<file path="config.mk">
export PLATFORM = sky130hd
export DESIGN_NAME = irq_flag_ctrl
export DESIGN_NICKNAME = d
export VERILOG_FILES = /design/src/shared/irq_flag_pkg.sv /design/src/rtl/irq_flag_ctrl.sv
export SDC_FILE = /design/constraint.sdc
export NUM_CORES = 1
export LEC_CHECK = 0
export ABC_AREA = 1
export BUFFER_PORTS_ARGS = -buffer_cell sky130_fd_sc_hd__buf_2
export CAP_MARGIN = 20
export CORE_AREA = 2 2 76 78
export CTS_CLUSTER_DIAMETER = 40
export DETAILED_ROUTE_END_ITERATION = 16
export DIE_AREA = 0 0 78 80
export PLACE_DENSITY = 0.73
export REMOVE_ABC_BUFFERS = 1
export SYNTH_ARGS = -nofsm -noshare
export SYNTH_HDL_FRONTEND = slang
export SYNTH_SLANG_ARGS = --single-unit
</file>
<file path="constraint.sdc">
create_clock -name clock_i -period 1.4 [get_ports clock_i]
set_clock_uncertainty 0.2 [all_clocks]
set_input_delay 0.14 -clock clock_i [delete_from_list [all_inputs] [get_ports clock_i]]
set_output_delay 0.14 -clock clock_i [all_outputs]
set_load 0.005 [all_outputs]
</file>
<file path="src/shared/irq_flag_pkg.sv">
// Constants and carrier types for the request flag logic of the interrupt
// controller.
// Assumes a 32-bit APB slave port and a 25 MHz system clock.
package irq_flag_pkg;

  // ************************************************************
  // Register map (byte addresses on the APB port).
  // ************************************************************
  localparam logic [11:0] OFF_CLR = 12'h088; // Flag clear, write only.
  localparam logic [11:0] OFF_MODE = 12'h08c; // Input mode control.
  localparam logic [11:0] OFF_STAT = 12'h090; // Sticky event status.
  localparam logic [11:0] OFF_MASK = 12'h094; // Event mask.
  localparam logic [11:0] OFF_FLAG = 12'h098; // Live request flags.

  // ************************************************************
  // Field positions and values.
  // ************************************************************
  localparam int MODE_LVL_BIT = 0; // 1: level mode on ext_irq_zero.
  localparam int MODE_FALL_BIT = 1; // 1: falling edge in edge mode.
  localparam int MODE_W = 2; // Implemented mode bits.
  localparam logic [5:0] CLR_EXT0 = 6'h0a; // Clear code for ext_irq_zero.
  localparam logic [5:0] CLR_RX_DEF = 6'h18; // Rx clear code, arbitrary.
  localparam logic [MODE_W-1:0] MODE_RST = 2'h0; // Edge, rising.

  // Status and mask layout: one bit per event.
  localparam int EV_EXT0 = 0; // ext_irq_zero flag raised.
  localparam int EV_RX = 1; // serial_rx_irq flag raised.
  localparam int EV_DFLT = 2; // Default vector was handed out.
  localparam int EV_W = 3;

  // ************************************************************
  // Vectors.
  // ************************************************************
  localparam logic [15:0] VEC_DEFAULT = 16'h0008; // Fallback vector.
  localparam logic [23:0] VEC_BASE = 24'hffff00; // Vector table base.
  localparam logic [15:0] VEC_EXT0_DEF = 16'h0028; // Arbitrary default.
  localparam logic [15:0] VEC_RX_DEF = 16'h0060; // Arbitrary default.

  // Answer given to the CPU at a vector fetch.
  typedef struct packed {
    logic [15:0] vector; // Vector number handed out.
    logic [23:0] addr; // Table address the CPU reads.
  } vec_answer_t;

  // Which source the CPU accepted.
  typedef enum logic [0:0] {
    SRC_EXT0 = 1'b0,
    SRC_RX = 1'b1
  } irq_src_t;

endpackage

</file>
<file path="src/rtl/irq_flag_ctrl.sv">
// Request flag logic for ext_irq_zero and serial_rx_irq, with APB registers,
// a sticky event status and a level interrupt output.
// Assumes the CPU core, the serial receiver and the APB master share
// clock_i; the ext_irq_zero pin is asynchronous.
//
// Our own choices: the placing of the registers and the APB interface to the registers.
`timescale 1ns/1ps
module irq_flag_ctrl #(
  parameter logic [5:0] RX_CLR_CODE = irq_flag_pkg::CLR_RX_DEF,
  parameter logic [15:0] VEC_EXT0 = irq_flag_pkg::VEC_EXT0_DEF,
  parameter logic [15:0] VEC_RX = irq_flag_pkg::VEC_RX_DEF
) (
  input wire logic clock_i,
  input wire logic rst_b_i,
  input wire logic ce_i,
  // APB slave port.
  input wire logic psel_i,
  input wire logic penable_i,
  input wire logic pwrite_i,
  input wire logic [11:0] paddr_i,
  input wire logic [31:0] pwdata_i,
  output logic [31:0] prdata_o,
  output logic pready_o,
  output logic pslverr_o,
  // Request sources.
  input wire logic ext_irq_zero_i,
  input wire logic rx_event_i,
  input wire logic rx_buf_read_i,
  // CPU core side.
  input wire logic accept_i,
  input wire logic vec_fetch_i,
  output logic irq_req_o,
  output irq_flag_pkg::vec_answer_t vec_o,
  output logic vec_valid_o,
  output logic irq_o
);
  import irq_flag_pkg::*;

  // ************************************************************
  // State.
  // ************************************************************
  logic [2:0] sync_q, sync_d; // Pin synchroniser, bit 0 first.
  logic pin_q, pin_d; // Filtered pin level.
  logic [MODE_W-1:0] mode_q, mode_d; // Input mode control.
  logic ext0_q, ext0_d; // ext_irq_zero request flip-flop.
  logic rx_q, rx_d; // serial_rx_irq request flip-flop.
  logic busy_q, busy_d; // Accepted, vector not yet fetched.
  irq_src_t src_q, src_d; // Source that was accepted.
  vec_answer_t vec_q, vec_d; // Vector answer register.
  logic vvld_q, vvld_d; // Vector answer valid pulse.
  logic [EV_W-1:0] stat_q, stat_d; // Sticky event status.
  logic [EV_W-1:0] mask_q, mask_d; // Event enables.
  logic [31:0] rdat_q, rdat_d; // Read data, captured in setup.
  logic rvld_q, rvld_d; // Read data ready for access phase.

  // ************************************************************
  // Helpers.
  // ************************************************************
  logic lvl_mode; // Level mode selected.
  logic ext0_flag; // Flag as the CPU sees it.
  logic edge_hit; // Selected edge seen in edge mode.
  logic wr_en; // APB write completes this cycle.
  logic setup; // APB setup cycle.
  logic mapped; // Address hits a register.
  logic to_level; // Mode write turns edge into level.
  logic clr_ext0; // Clear code for ext_irq_zero written.
  logic src_alive; // Accepted source still requesting.
  logic [EV_W-1:0] ev; // Events of this cycle.

  // Decodes an APB address against the register map.
  function automatic logic is_mapped(input logic [11:0] a);
    is_mapped = (a == OFF_CLR) || (a == OFF_MODE) || (a == OFF_STAT) ||
                (a == OFF_MASK) || (a == OFF_FLAG);
  endfunction

  // In level mode the flip-flop is bypassed, so the pin is the flag.
  assign lvl_mode = mode_q[MODE_LVL_BIT];
  assign ext0_flag = lvl_mode ? pin_q : ext0_q;
  assign setup = psel_i && !penable_i;
  assign mapped = is_mapped(paddr_i);
  // Ready only once read data stand in their register.
  assign pready_o = ce_i && rvld_q;
  assign pslverr_o = pready_o && !mapped;
  assign wr_en = psel_i && penable_i && pready_o && pwrite_i && mapped;
  assign prdata_o = rdat_q;
  assign irq_req_o = ext0_flag || rx_q;
  assign vec_o = vec_q;
  assign vec_valid_o = vvld_q;
  assign irq_o = |(stat_q & mask_q);

  // ************************************************************
  // Next-state logic.
  // ************************************************************
  // All state moves only while ce_i is high; otherwise it holds, except the vector valid pulse, which clears.
  always_comb begin
    sync_d = sync_q;
    pin_d = pin_q;
    mode_d = mode_q;
    ext0_d = ext0_q;
    rx_d = rx_q;
    busy_d = busy_q;
    src_d = src_q;
    vec_d = vec_q;
    vvld_d = 1'b0;
    stat_d = stat_q;
    mask_d = mask_q;
    rdat_d = rdat_q;
    rvld_d = rvld_q;
    edge_hit = 1'b0;
    to_level = 1'b0;
    clr_ext0 = 1'b0;
    src_alive = 1'b0;
    ev = '0;
    if (ce_i) begin
      // Only the second and third stages are compared; a change counts
      // once they agree, which rejects a single-cycle glitch.
      sync_d = {sync_q[1:0], ext_irq_zero_i};
      if (sync_q[1] == sync_q[2]) begin
        pin_d = sync_q[2];
      end
      edge_hit = mode_q[MODE_FALL_BIT] ? (pin_q && !pin_d)
                                       : (!pin_q && pin_d);
      // Register writes.
      if (wr_en && paddr_i == OFF_MODE) begin
        mode_d = pwdata_i[MODE_W-1:0];
        to_level = pwdata_i[MODE_LVL_BIT] && !lvl_mode;
      end
      clr_ext0 = wr_en && paddr_i == OFF_CLR && pwdata_i[5:0] == CLR_EXT0;
      if (wr_en && paddr_i == OFF_MASK) begin
        mask_d = pwdata_i[EV_W-1:0];
      end
      // Vector fetch: a source that dropped meanwhile gets the default.
      src_alive = (src_q == SRC_EXT0) ? ext0_flag : rx_q;
      if (vec_fetch_i && busy_q) begin
        busy_d = 1'b0;
        vvld_d = 1'b1;
        if (!src_alive) begin
          vec_d.vector = VEC_DEFAULT;
          ev[EV_DFLT] = 1'b1;
        end else if (src_q == SRC_EXT0) begin
          vec_d.vector = VEC_EXT0;
        end else begin
          vec_d.vector = VEC_RX;
        end
        vec_d.addr = VEC_BASE | {8'h00, vec_d.vector};
      end else if (accept_i && !busy_q && irq_req_o) begin
        busy_d = 1'b1;
        src_d = ext0_flag ? SRC_EXT0 : SRC_RX;
      end
      // ext_irq_zero flip-flop. In level mode it tracks the pin so that
      // a flag raised there survives a return to edge mode.
      if (lvl_mode) begin
        ext0_d = pin_d;
      end else if (edge_hit) begin
        ext0_d = 1'b1;
        ev[EV_EXT0] = 1'b1;
      end else if (clr_ext0) begin
        ext0_d = 1'b0;
      end else if (vec_fetch_i && busy_q && src_q == SRC_EXT0) begin
        ext0_d = 1'b0;
      end
      if (to_level) begin
        ext0_d = 1'b0;
      end
      if (lvl_mode && pin_d && !pin_q) begin
        ev[EV_EXT0] = 1'b1;
      end
      // Rx flip-flop: the clear register has no path to it.
      if (rx_event_i) begin
        rx_d = 1'b1;
        ev[EV_RX] = 1'b1;
      end else if (rx_buf_read_i) begin
        rx_d = 1'b0;
      end
      // Sticky status: a new event wins over a write-one clear.
      if (wr_en && paddr_i == OFF_STAT) begin
        stat_d = stat_q & ~pwdata_i[EV_W-1:0];
      end
      stat_d = stat_d | ev;
      // Read data are captured in the setup cycle.
      if (setup) begin
        rvld_d = 1'b1;
        unique case (paddr_i)
          OFF_MODE: rdat_d = {{(32-MODE_W){1'b0}}, mode_q};
          OFF_STAT: rdat_d = {{(32-EV_W){1'b0}}, stat_q};
          OFF_MASK: rdat_d = {{(32-EV_W){1'b0}}, mask_q};
          OFF_FLAG: rdat_d = {30'h0, rx_q, ext0_flag};
          default: rdat_d = 32'h0000_0000;
        endcase
      end else if (psel_i && penable_i) begin
        rvld_d = 1'b0;
      end
    end
  end

  // ************************************************************
  // Registers.
  // ************************************************************
  always_ff @(posedge clock_i) begin
    if (!rst_b_i) begin
      sync_q <= 3'h0;
      pin_q <= 1'b0;
      mode_q <= MODE_RST;
      ext0_q <= 1'b0;
      rx_q <= 1'b0;
      busy_q <= 1'b0;
      src_q <= SRC_EXT0;
      vec_q <= '0;
      vvld_q <= 1'b0;
      stat_q <= '0;
      mask_q <= '0;
      rdat_q <= 32'h0000_0000;
      rvld_q <= 1'b0;
    end else begin
      sync_q <= sync_d;
      pin_q <= pin_d;
      mode_q <= mode_d;
      ext0_q <= ext0_d;
      rx_q <= rx_d;
      busy_q <= busy_d;
      src_q <= src_d;
      vec_q <= vec_d;
      vvld_q <= vvld_d;
      stat_q <= stat_d;
      mask_q <= mask_d;
      rdat_q <= rdat_d;
      rvld_q <= rvld_d;
    end
  end

  // ************************************************************
  // Checks.
  // ************************************************************
  // The fallback vector and its table address are fixed numbers.
  default_vector_a: assert property (
    @(posedge clock_i) disable iff (!rst_b_i)
    ce_i && vec_fetch_i && busy_q && !src_alive |=>
      vec_valid_o && vec_o.vector == 16'h0008 && vec_o.addr == 24'hffff08)
    else $error("default vector not given");
  // Watched at the request output, so a latch in the path would show.
  level_follow_a: assert property (
    @(posedge clock_i) disable iff (!rst_b_i)
    lvl_mode && !rx_q |-> irq_req_o == pin_q)
    else $error("level flag does not follow pin");
  mode_clear_a: assert property (
    @(posedge clock_i) disable iff (!rst_b_i)
    ce_i && to_level |=> !ext0_q)
    else $error("flag kept on switch to level");
  flag_kept_a: assert property (
    @(posedge clock_i) disable iff (!rst_b_i)
    ce_i && lvl_mode && pin_d && wr_en && paddr_i == OFF_MODE &&
    !pwdata_i[MODE_LVL_BIT] ##1 !lvl_mode |-> ext0_flag)
    else $error("flag lost leaving level mode");
  rx_hold_a: assert property (
    @(posedge clock_i) disable iff (!rst_b_i)
    rx_q && !(ce_i && rx_buf_read_i) |=> rx_q)
    else $error("rx flag cleared without read");
  // The receive source's own clear code must have no path to its flag.
  rx_code_a: assert property (
    @(posedge clock_i) disable iff (!rst_b_i)
    ce_i && wr_en && paddr_i == OFF_CLR && pwdata_i[5:0] == RX_CLR_CODE &&
    rx_q && !rx_buf_read_i |=> rx_q)
    else $error("rx flag cleared by clear code");
  level_drop_a: assert property (
    @(posedge clock_i) disable iff (!rst_b_i)
    lvl_mode && $fell(pin_q) |-> !irq_req_o || rx_q)
    else $error("level request not withdrawn");
  clear_code_a: assert property (
    @(posedge clock_i) disable iff (!rst_b_i)
    ce_i && clr_ext0 && !lvl_mode && !edge_hit |=> !ext0_q)
    else $error("clear code did not clear");
  // A switch to level mode in the next cycle also clears the flag.
  edge_set_a: assert property (
    @(posedge clock_i) disable iff (!rst_b_i)
    ce_i && !lvl_mode && edge_hit && !to_level |=> ext0_q ##1 ext0_q ||
    $past(clr_ext0) || $past(busy_q) || $past(to_level))
    else $error("edge flag not held");

endmodule // irq_flag_ctrl

</file>
==> flow_metrics.tcl, run 1 <==
set metrics [dict create \
    synth-xor-area-share_pct 0 \
    fin_area_mm2 0.00250 \
    portBuffers 58 \
    synth_warnings 0 \
    worstHoldPathType "in -> reg" \
    place_inst 388 \
    path_cells "inv_2 -> nor2_2 -> inv_2 -> o21ai_4 -> nand2_2 -> buf_6" \
    critPathRequiredTime_ps 1060 \
    p_sw_share_pct 28.9 \
    synth_fa_ha_area_share_pct 0 \
    cts.path.max_buffers 2 \
    cpPeakStageDelay_ps 360 \
    drtIter0Drc 90 \
    synth_area_leaders "dfxtp_1 26%, buf_4 25%, nand2_1 6.1%, inv_1 4.9%, a21oi_1 3.9%" \
    pin_count 132 \
    fin_crit_ps 1510 \
    post_dp_cell_area_mm2 0.00214 \
    cts.sinks 25 \
    synth_mux_area_share_pct 0 \
    grt_usage_pct 13.1 \
    path_class "reg -> out" \
    grt.overflow.total 0 \
    start_util_pct 35.5 \
    clkTransAtPathRegs_ps 90 \
    wirelength_um 4630 \
    power.switching_uw 430 \
    ant_nets 0 \
    violations "setup timing" \
    die-height_um 80 \
    fin_nets 391 \
    antennaDiodeCount 0 \
    maxCapViolations 0 \
    dp_hpwl_um 3350 \
    power_frac_comb_pct 20.1 \
    synth_ff_type "dfxtp_1" \
    end_kind "primary output" \
    viasPerCell 4.35 \
    yosysTopAreaCellShare_pct 26.1 \
    relSlewSlack_pct 65.4 \
    vdd_ir_drop_max_mv 0.323 \
    cp.arrival_ps 1170 \
    worstMarginPinSlew_ps 519 \
    antenna_found_initial 0 \
    first_pass_iters 4 \
    cts_max_level 1 \
    critPathMaxFanout 4 \
    grt_first_pass_wirelength_um 6610 \
    drive_gt1_share_pct 45.4 \
    start_kind "register" \
    final.setup.tns_ps -241 \
    p_leak_uw 0.00123 \
    netlist_instances 258 \
    ys_types 36 \
    netlist_area_mm2 0.00192 \
    synth.avg_cell_area_um2 7.44 \
    fmax_ghz 0.664 \
    crit_path_frequent_cell "inv_2" \
    ys_seq_area_share_pct 26.1 \
    r2r_setup_slack_ps -40 \
    crit_slowest_cell "dfxtp_2" \
    route.detailed.drc 0 \
    core_mm2 0.00541 \
    synth_seq_cells 25 \
    synth_edf_count 0 \
    first_global_vias 1550 \
    insertion_delay_ps 280 \
    synth_area_leader_cell "dfxtp_1" \
    async_flop_share_pct 0 \
    rsz0062_at_grt "yes" \
    synth_top_family_by_area "buffers and inverters" \
    finalHoldViolCount 0 \
    rows 27 \
    finalNonFillerCells 407 \
    drv_slew 0 \
    fp.dieW_um 78 \
    place_congestion 0.791 \
    die_area_mm2 0.00624 \
    cts_tree "yes" \
    power_density_mw_per_mm2 594 \
    status "finished, violations left" \
    grt_max_degree 18 \
    power_uw 1490 \
    setup_viol 6 \
    synth-compound-area-share_pct 15.6 \
    syn_to_final_growth_pct 30.1 \
    internal-power_uw 1060 \
    fin_crit_sh_pct 108 \
    wl_per_cell_um 11.4 \
    worst_slack_ps -106 \
    root_buffer "clkbuf_8" \
    seq_power_share_pct 50.1 \
    pre_cts_ws_ps -158 \
    vias 1769 \
    synth-simple-area-share_pct 25.2 \
    power_frac_clock_pct 29.8 \
    cts_buffers 3 \
]
-- worst max-delay path: cells and delay by family (launching register included) --
kind,cells,cell delay (ps)
DFF,1,360
AOI/OAI and AO/OA,1,80
and+or+nand+nor,2,200
buffers and inverters,3,250
-- routing by layer --
layer	part of all wire (%)	GRT usage, %
met3	5.1	2.83
met1	38	13.8
met5	0	0
met2	53	25.4
met4	3.6	4.91
-- cell families after synthesis --
logic type | Yosys count
compound gates | 50
buf+inv | 99
flops | 25
other cells | 1
simple gates | 83
-- layout by cell type (no fill, tap or decap), types with 2 or more instances in the layout --
cell,Yosys,routed
o21a_1,3,3
buf_6,0,9
o21ai_0,12,9
inv_1,25,20
nand4_2,2,2
nand2_1,31,26
inv_2,4,6
nand2_2,6,9
dfxtp_2,0,4
nor2_2,5,7
nand4_4,3,3
inv_4,0,3
dfxtp_1,25,20
nor2_1,19,13
nand3_1,5,5
nor2_4,4,8
dlygate4sd3_1,0,6
nand4_1,2,2
a211oi_1,4,3
a21oi_2,2,2
a21oi_1,15,15
o22ai_1,5,4
o21ai_1,4,6
buf_4,65,26
buf_2,1,52
clkbuf_8,1,3
conb_1,1,47
nand3_4,1,2
-- power by group through the flow --
stage / sequential, uW / clock, uW / combinational (uW)
floorplan: 758 / 0 / 118
finish: 744 / 442 / 299
CTS: 743 / 440 / 256
detailed placement: 758 / 0 / 233
global route: 748 / 470 / 332
global placement: 757 / 0 / 228
-- final timing paths --
kind / start / end / depth (start not counted)
max: mode_q[0] / irq_req_o / 6
min: penable_i / prdata_o[2] / 4
max reg2reg: pin_q / ext0_q / 8
min reg2reg: prdata_o[1] / prdata_o[1] / 2
-- per-stage QoR --
stage                     utilization, %  hold WS (ps)
after floorplan                        -          29.4
after global placement              39.6           176
after detailed placement            39.6           179
after CTS                           42.9          18.1
after global routing                46.2          14.9
final                               46.2          5.53
-- final cells by class --
cell class                      count  area [um2]
Tap cell                           72        90.1
Clock buffer                        3        41.3
Fill cell                         517        2910
Multi-Input combinational cell    180        1070
Timing Repair Buffer               95         652
Sequential cell                    25         509
Inverter                           31         134
Clock inverter                      1        5.00
-- Yosys cell counts (all sizes together) (3+ instances only) --
master and number:
dfxtp 25, o21a 3, o22ai 5, nand3 8, nand4 7, buf 67
a211oi 4, nand2 37, inv 29, nor2 28, o21ai 17, a21oi 17
-- state kept, by name, summed over array words and instances, names as in the netlist --
register     cells
stat_q           3
vec_o            4
rvld_q           1
rx_q             1
prdata_o         3
src_q            1
mode_q           2
vec_valid_o      1
ext0_q           1
sync_q           3
pin_q            1
mask_q           3
busy_q           1
-- timing repair --
item | in CTS | in global routing
hold endpoints to repair | 6 | 0
endpoints found under the setup margin | 8 | 16
resized for setup | 14 | 42
pin swaps | 4 | 21
buffers inserted | 4 | 5
hold buffers | 6 | 0
Note: power is estimated with default switching activity, not from simulation.
==> run 2: changes to the inputs <==
--- a/config.mk
+++ b/config.mk
@@ -12,7 +12,7 @@
 export CTS_CLUSTER_DIAMETER = 40
 export DETAILED_ROUTE_END_ITERATION = 16
 export DIE_AREA = 0 0 78 80
-export PLACE_DENSITY = 0.73
+export PLACE_DENSITY = 0.79
 export REMOVE_ABC_BUFFERS = 1
 export SYNTH_ARGS = -nofsm -noshare
 export SYNTH_HDL_FRONTEND = slang
==> flow_metrics.tcl, run 2 (same netlist as run 1, synthesis figures left out) <==
set metrics [dict create \
    status "finished, violations left" \
    violations "setup timing" \
    grt_usage_pct 12.9 \
    grt_first_pass_wirelength_um 6510 \
    vdd_ir_drop_max_mv 0.289 \
    die_area_mm2 0.00624 \
    rr_worst_depth 6 \
    layout_common_cells "56 x buf_2, 47 x conb_1, 27 x nand2_1" \
    crit_start "sync_q[2]" \
    wirelength_um 4500 \
    rsz0062_at_grt "yes" \
    busiest_layer "met2" \
    syn_to_final_growth_pct 25.3 \
    drv_slew 0 \
    vias 1771 \
    final_common_cell "buf_2" \
    grt_max_degree 18 \
    power_density_mw_per_mm2 599 \
    die-height_um 80 \
    cts_tree "yes" \
    r2r_start "sync_q[2]" \
    rows 27 \
    first_global_vias 1579 \
    dp_hpwl_um 3320 \
    fin_crit_sh_pct 105 \
    clkTransAtPathRegs_ps 80 \
    grt.overflow.total 0 \
    cts_max_level 1 \
    internal-power_uw 1040 \
    largest_reg_flops 4 \
    p_leak_uw 0.00119 \
    power_frac_clock_pct 29.6 \
    fmax_ghz 0.681 \
    fp.dieW_um 78 \
    maxCapViolations 0 \
    r2r_setup_slack_ps -70 \
    post_dp_cell_area_mm2 0.00213 \
    ant_nets 0 \
    critPathRequiredTime_ps 1390 \
    power.switching_uw 399 \
    seq_power_share_pct 51.6 \
    portBuffers 58 \
    postLayoutCoreUtil_pct 44.5 \
    grtUsageMet1_pct 13.5 \
    fin_area_mm2 0.00241 \
    met2_usage_pct 25.3 \
    critPathMaxFanout 3 \
    relSlewSlack_pct 62.4 \
    end_kind "register" \
    wl_per_cell_um 11.2 \
    antenna_found_initial 0 \
    path_class "reg -> reg" \
    start_util_pct 35.5 \
    cts.path.max_buffers 2 \
    pin_count 132 \
    cts.sinks 25 \
    finalHoldViolCount 0 \
    antennaDiodeCount 0 \
    route.detailed.drc 0 \
    pre_cts_ws_ps -196 \
    drtIter0Drc 107 \
    drive_gt1_share_pct 45.9 \
    first_pass_iters 4 \
    insertion_delay_ps 270 \
    grt_util_met3_pct 3.73 \
    cp.arrival_ps 1460 \
    worst_slack_ps -67.9 \
    start_kind "register" \
    p_sw_share_pct 27.7 \
    power_frac_comb_pct 18.8 \
    cts_buffers 3 \
    fin_crit_ps 1470 \
    worstMarginPinSlew_ps 564 \
    root_buffer "clkbuf_8" \
    setup_viol 4 \
    crit_end "stat_q[0]" \
    worstHoldPathType "in -> reg" \
    place_congestion 0.814 \
    core_mm2 0.00541 \
    viasPerCell 4.39 \
    place_inst 386 \
    fin_nets 387 \
    reg2reg_to "stat_q[0]" \
    finalNonFillerCells 403 \
]
==> run 2: per-stage QoR <==
step	power [uW]	hold slack, ps	setup TNS [ps]
2_1_floorplan	875	29.4	0
3_3_place_gp	980	165	-1270
3_5_place_dp	986	187	-1710
4_1_cts	1430	27.2	-69.8
5_1_grt	1510	53.5	-1310
6_report	1440	24.5	-190
==> run 2: layer usage <==
layer  part of all wire, %  up-vias
met3                   7.2       12
met1                    37      800
met2                    53       87
met5                     0        -
met4                   2.1        0
li1                      -      872
==> run 2: worst max-delay path: stages, from the launching register on <==
cell and delay, ps:
dfxtp_1 350, nand2_1 120, o31ai_2 230, nand2_1 110
o21ai_0 110, nand2_1 90, a21oi_1 160
==> run 2: power by group through the flow <==
stage / sequential (uW) / combinational, uW / clock (uW)
3_3_place_gp: 757 / 223 / 0
2_1_floorplan: 758 / 118 / 0
5_1_grt: 747 / 305 / 462
6_report: 744 / 272 / 427
4_1_cts: 743 / 250 / 433
3_5_place_dp: 758 / 227 / 0
==> run 2: final cells by class <==
cell class,count,area (um2)
Sequential cell,25,507
Multi-Input combinational cell,180,1060
Timing Repair Buffer,91,582
Fill cell,515,3000
Clock buffer,4,45.0
Inverter,31,124
Tap cell,72,90.1
==> run 2: worst min-delay path by stage <==
stage	start	end	slack, ps	cells after the start
2_1_floorplan	ce_i	sync_q[2]	30	1
3_3_place_gp	ext_irq_zero_i	sync_q[0]	160	3
3_5_place_dp	ext_irq_zero_i	sync_q[0]	190	3
4_1_cts	penable_i	prdata_o[2]	30	4
5_1_grt	penable_i	prdata_o[2]	50	4
6_report	penable_i	prdata_o[2]	20	4
==> run 2: repair_timing <==
item                                    4_1_cts  5_1_grt
buffers inserted                              6        1
hold buffers                                  6        0
hold endpoints to repair                      6        0
cloned                                        0        0
endpoints found under the setup margin        9       33
pin swaps                                     5       10
gates resized for setup                      12       31
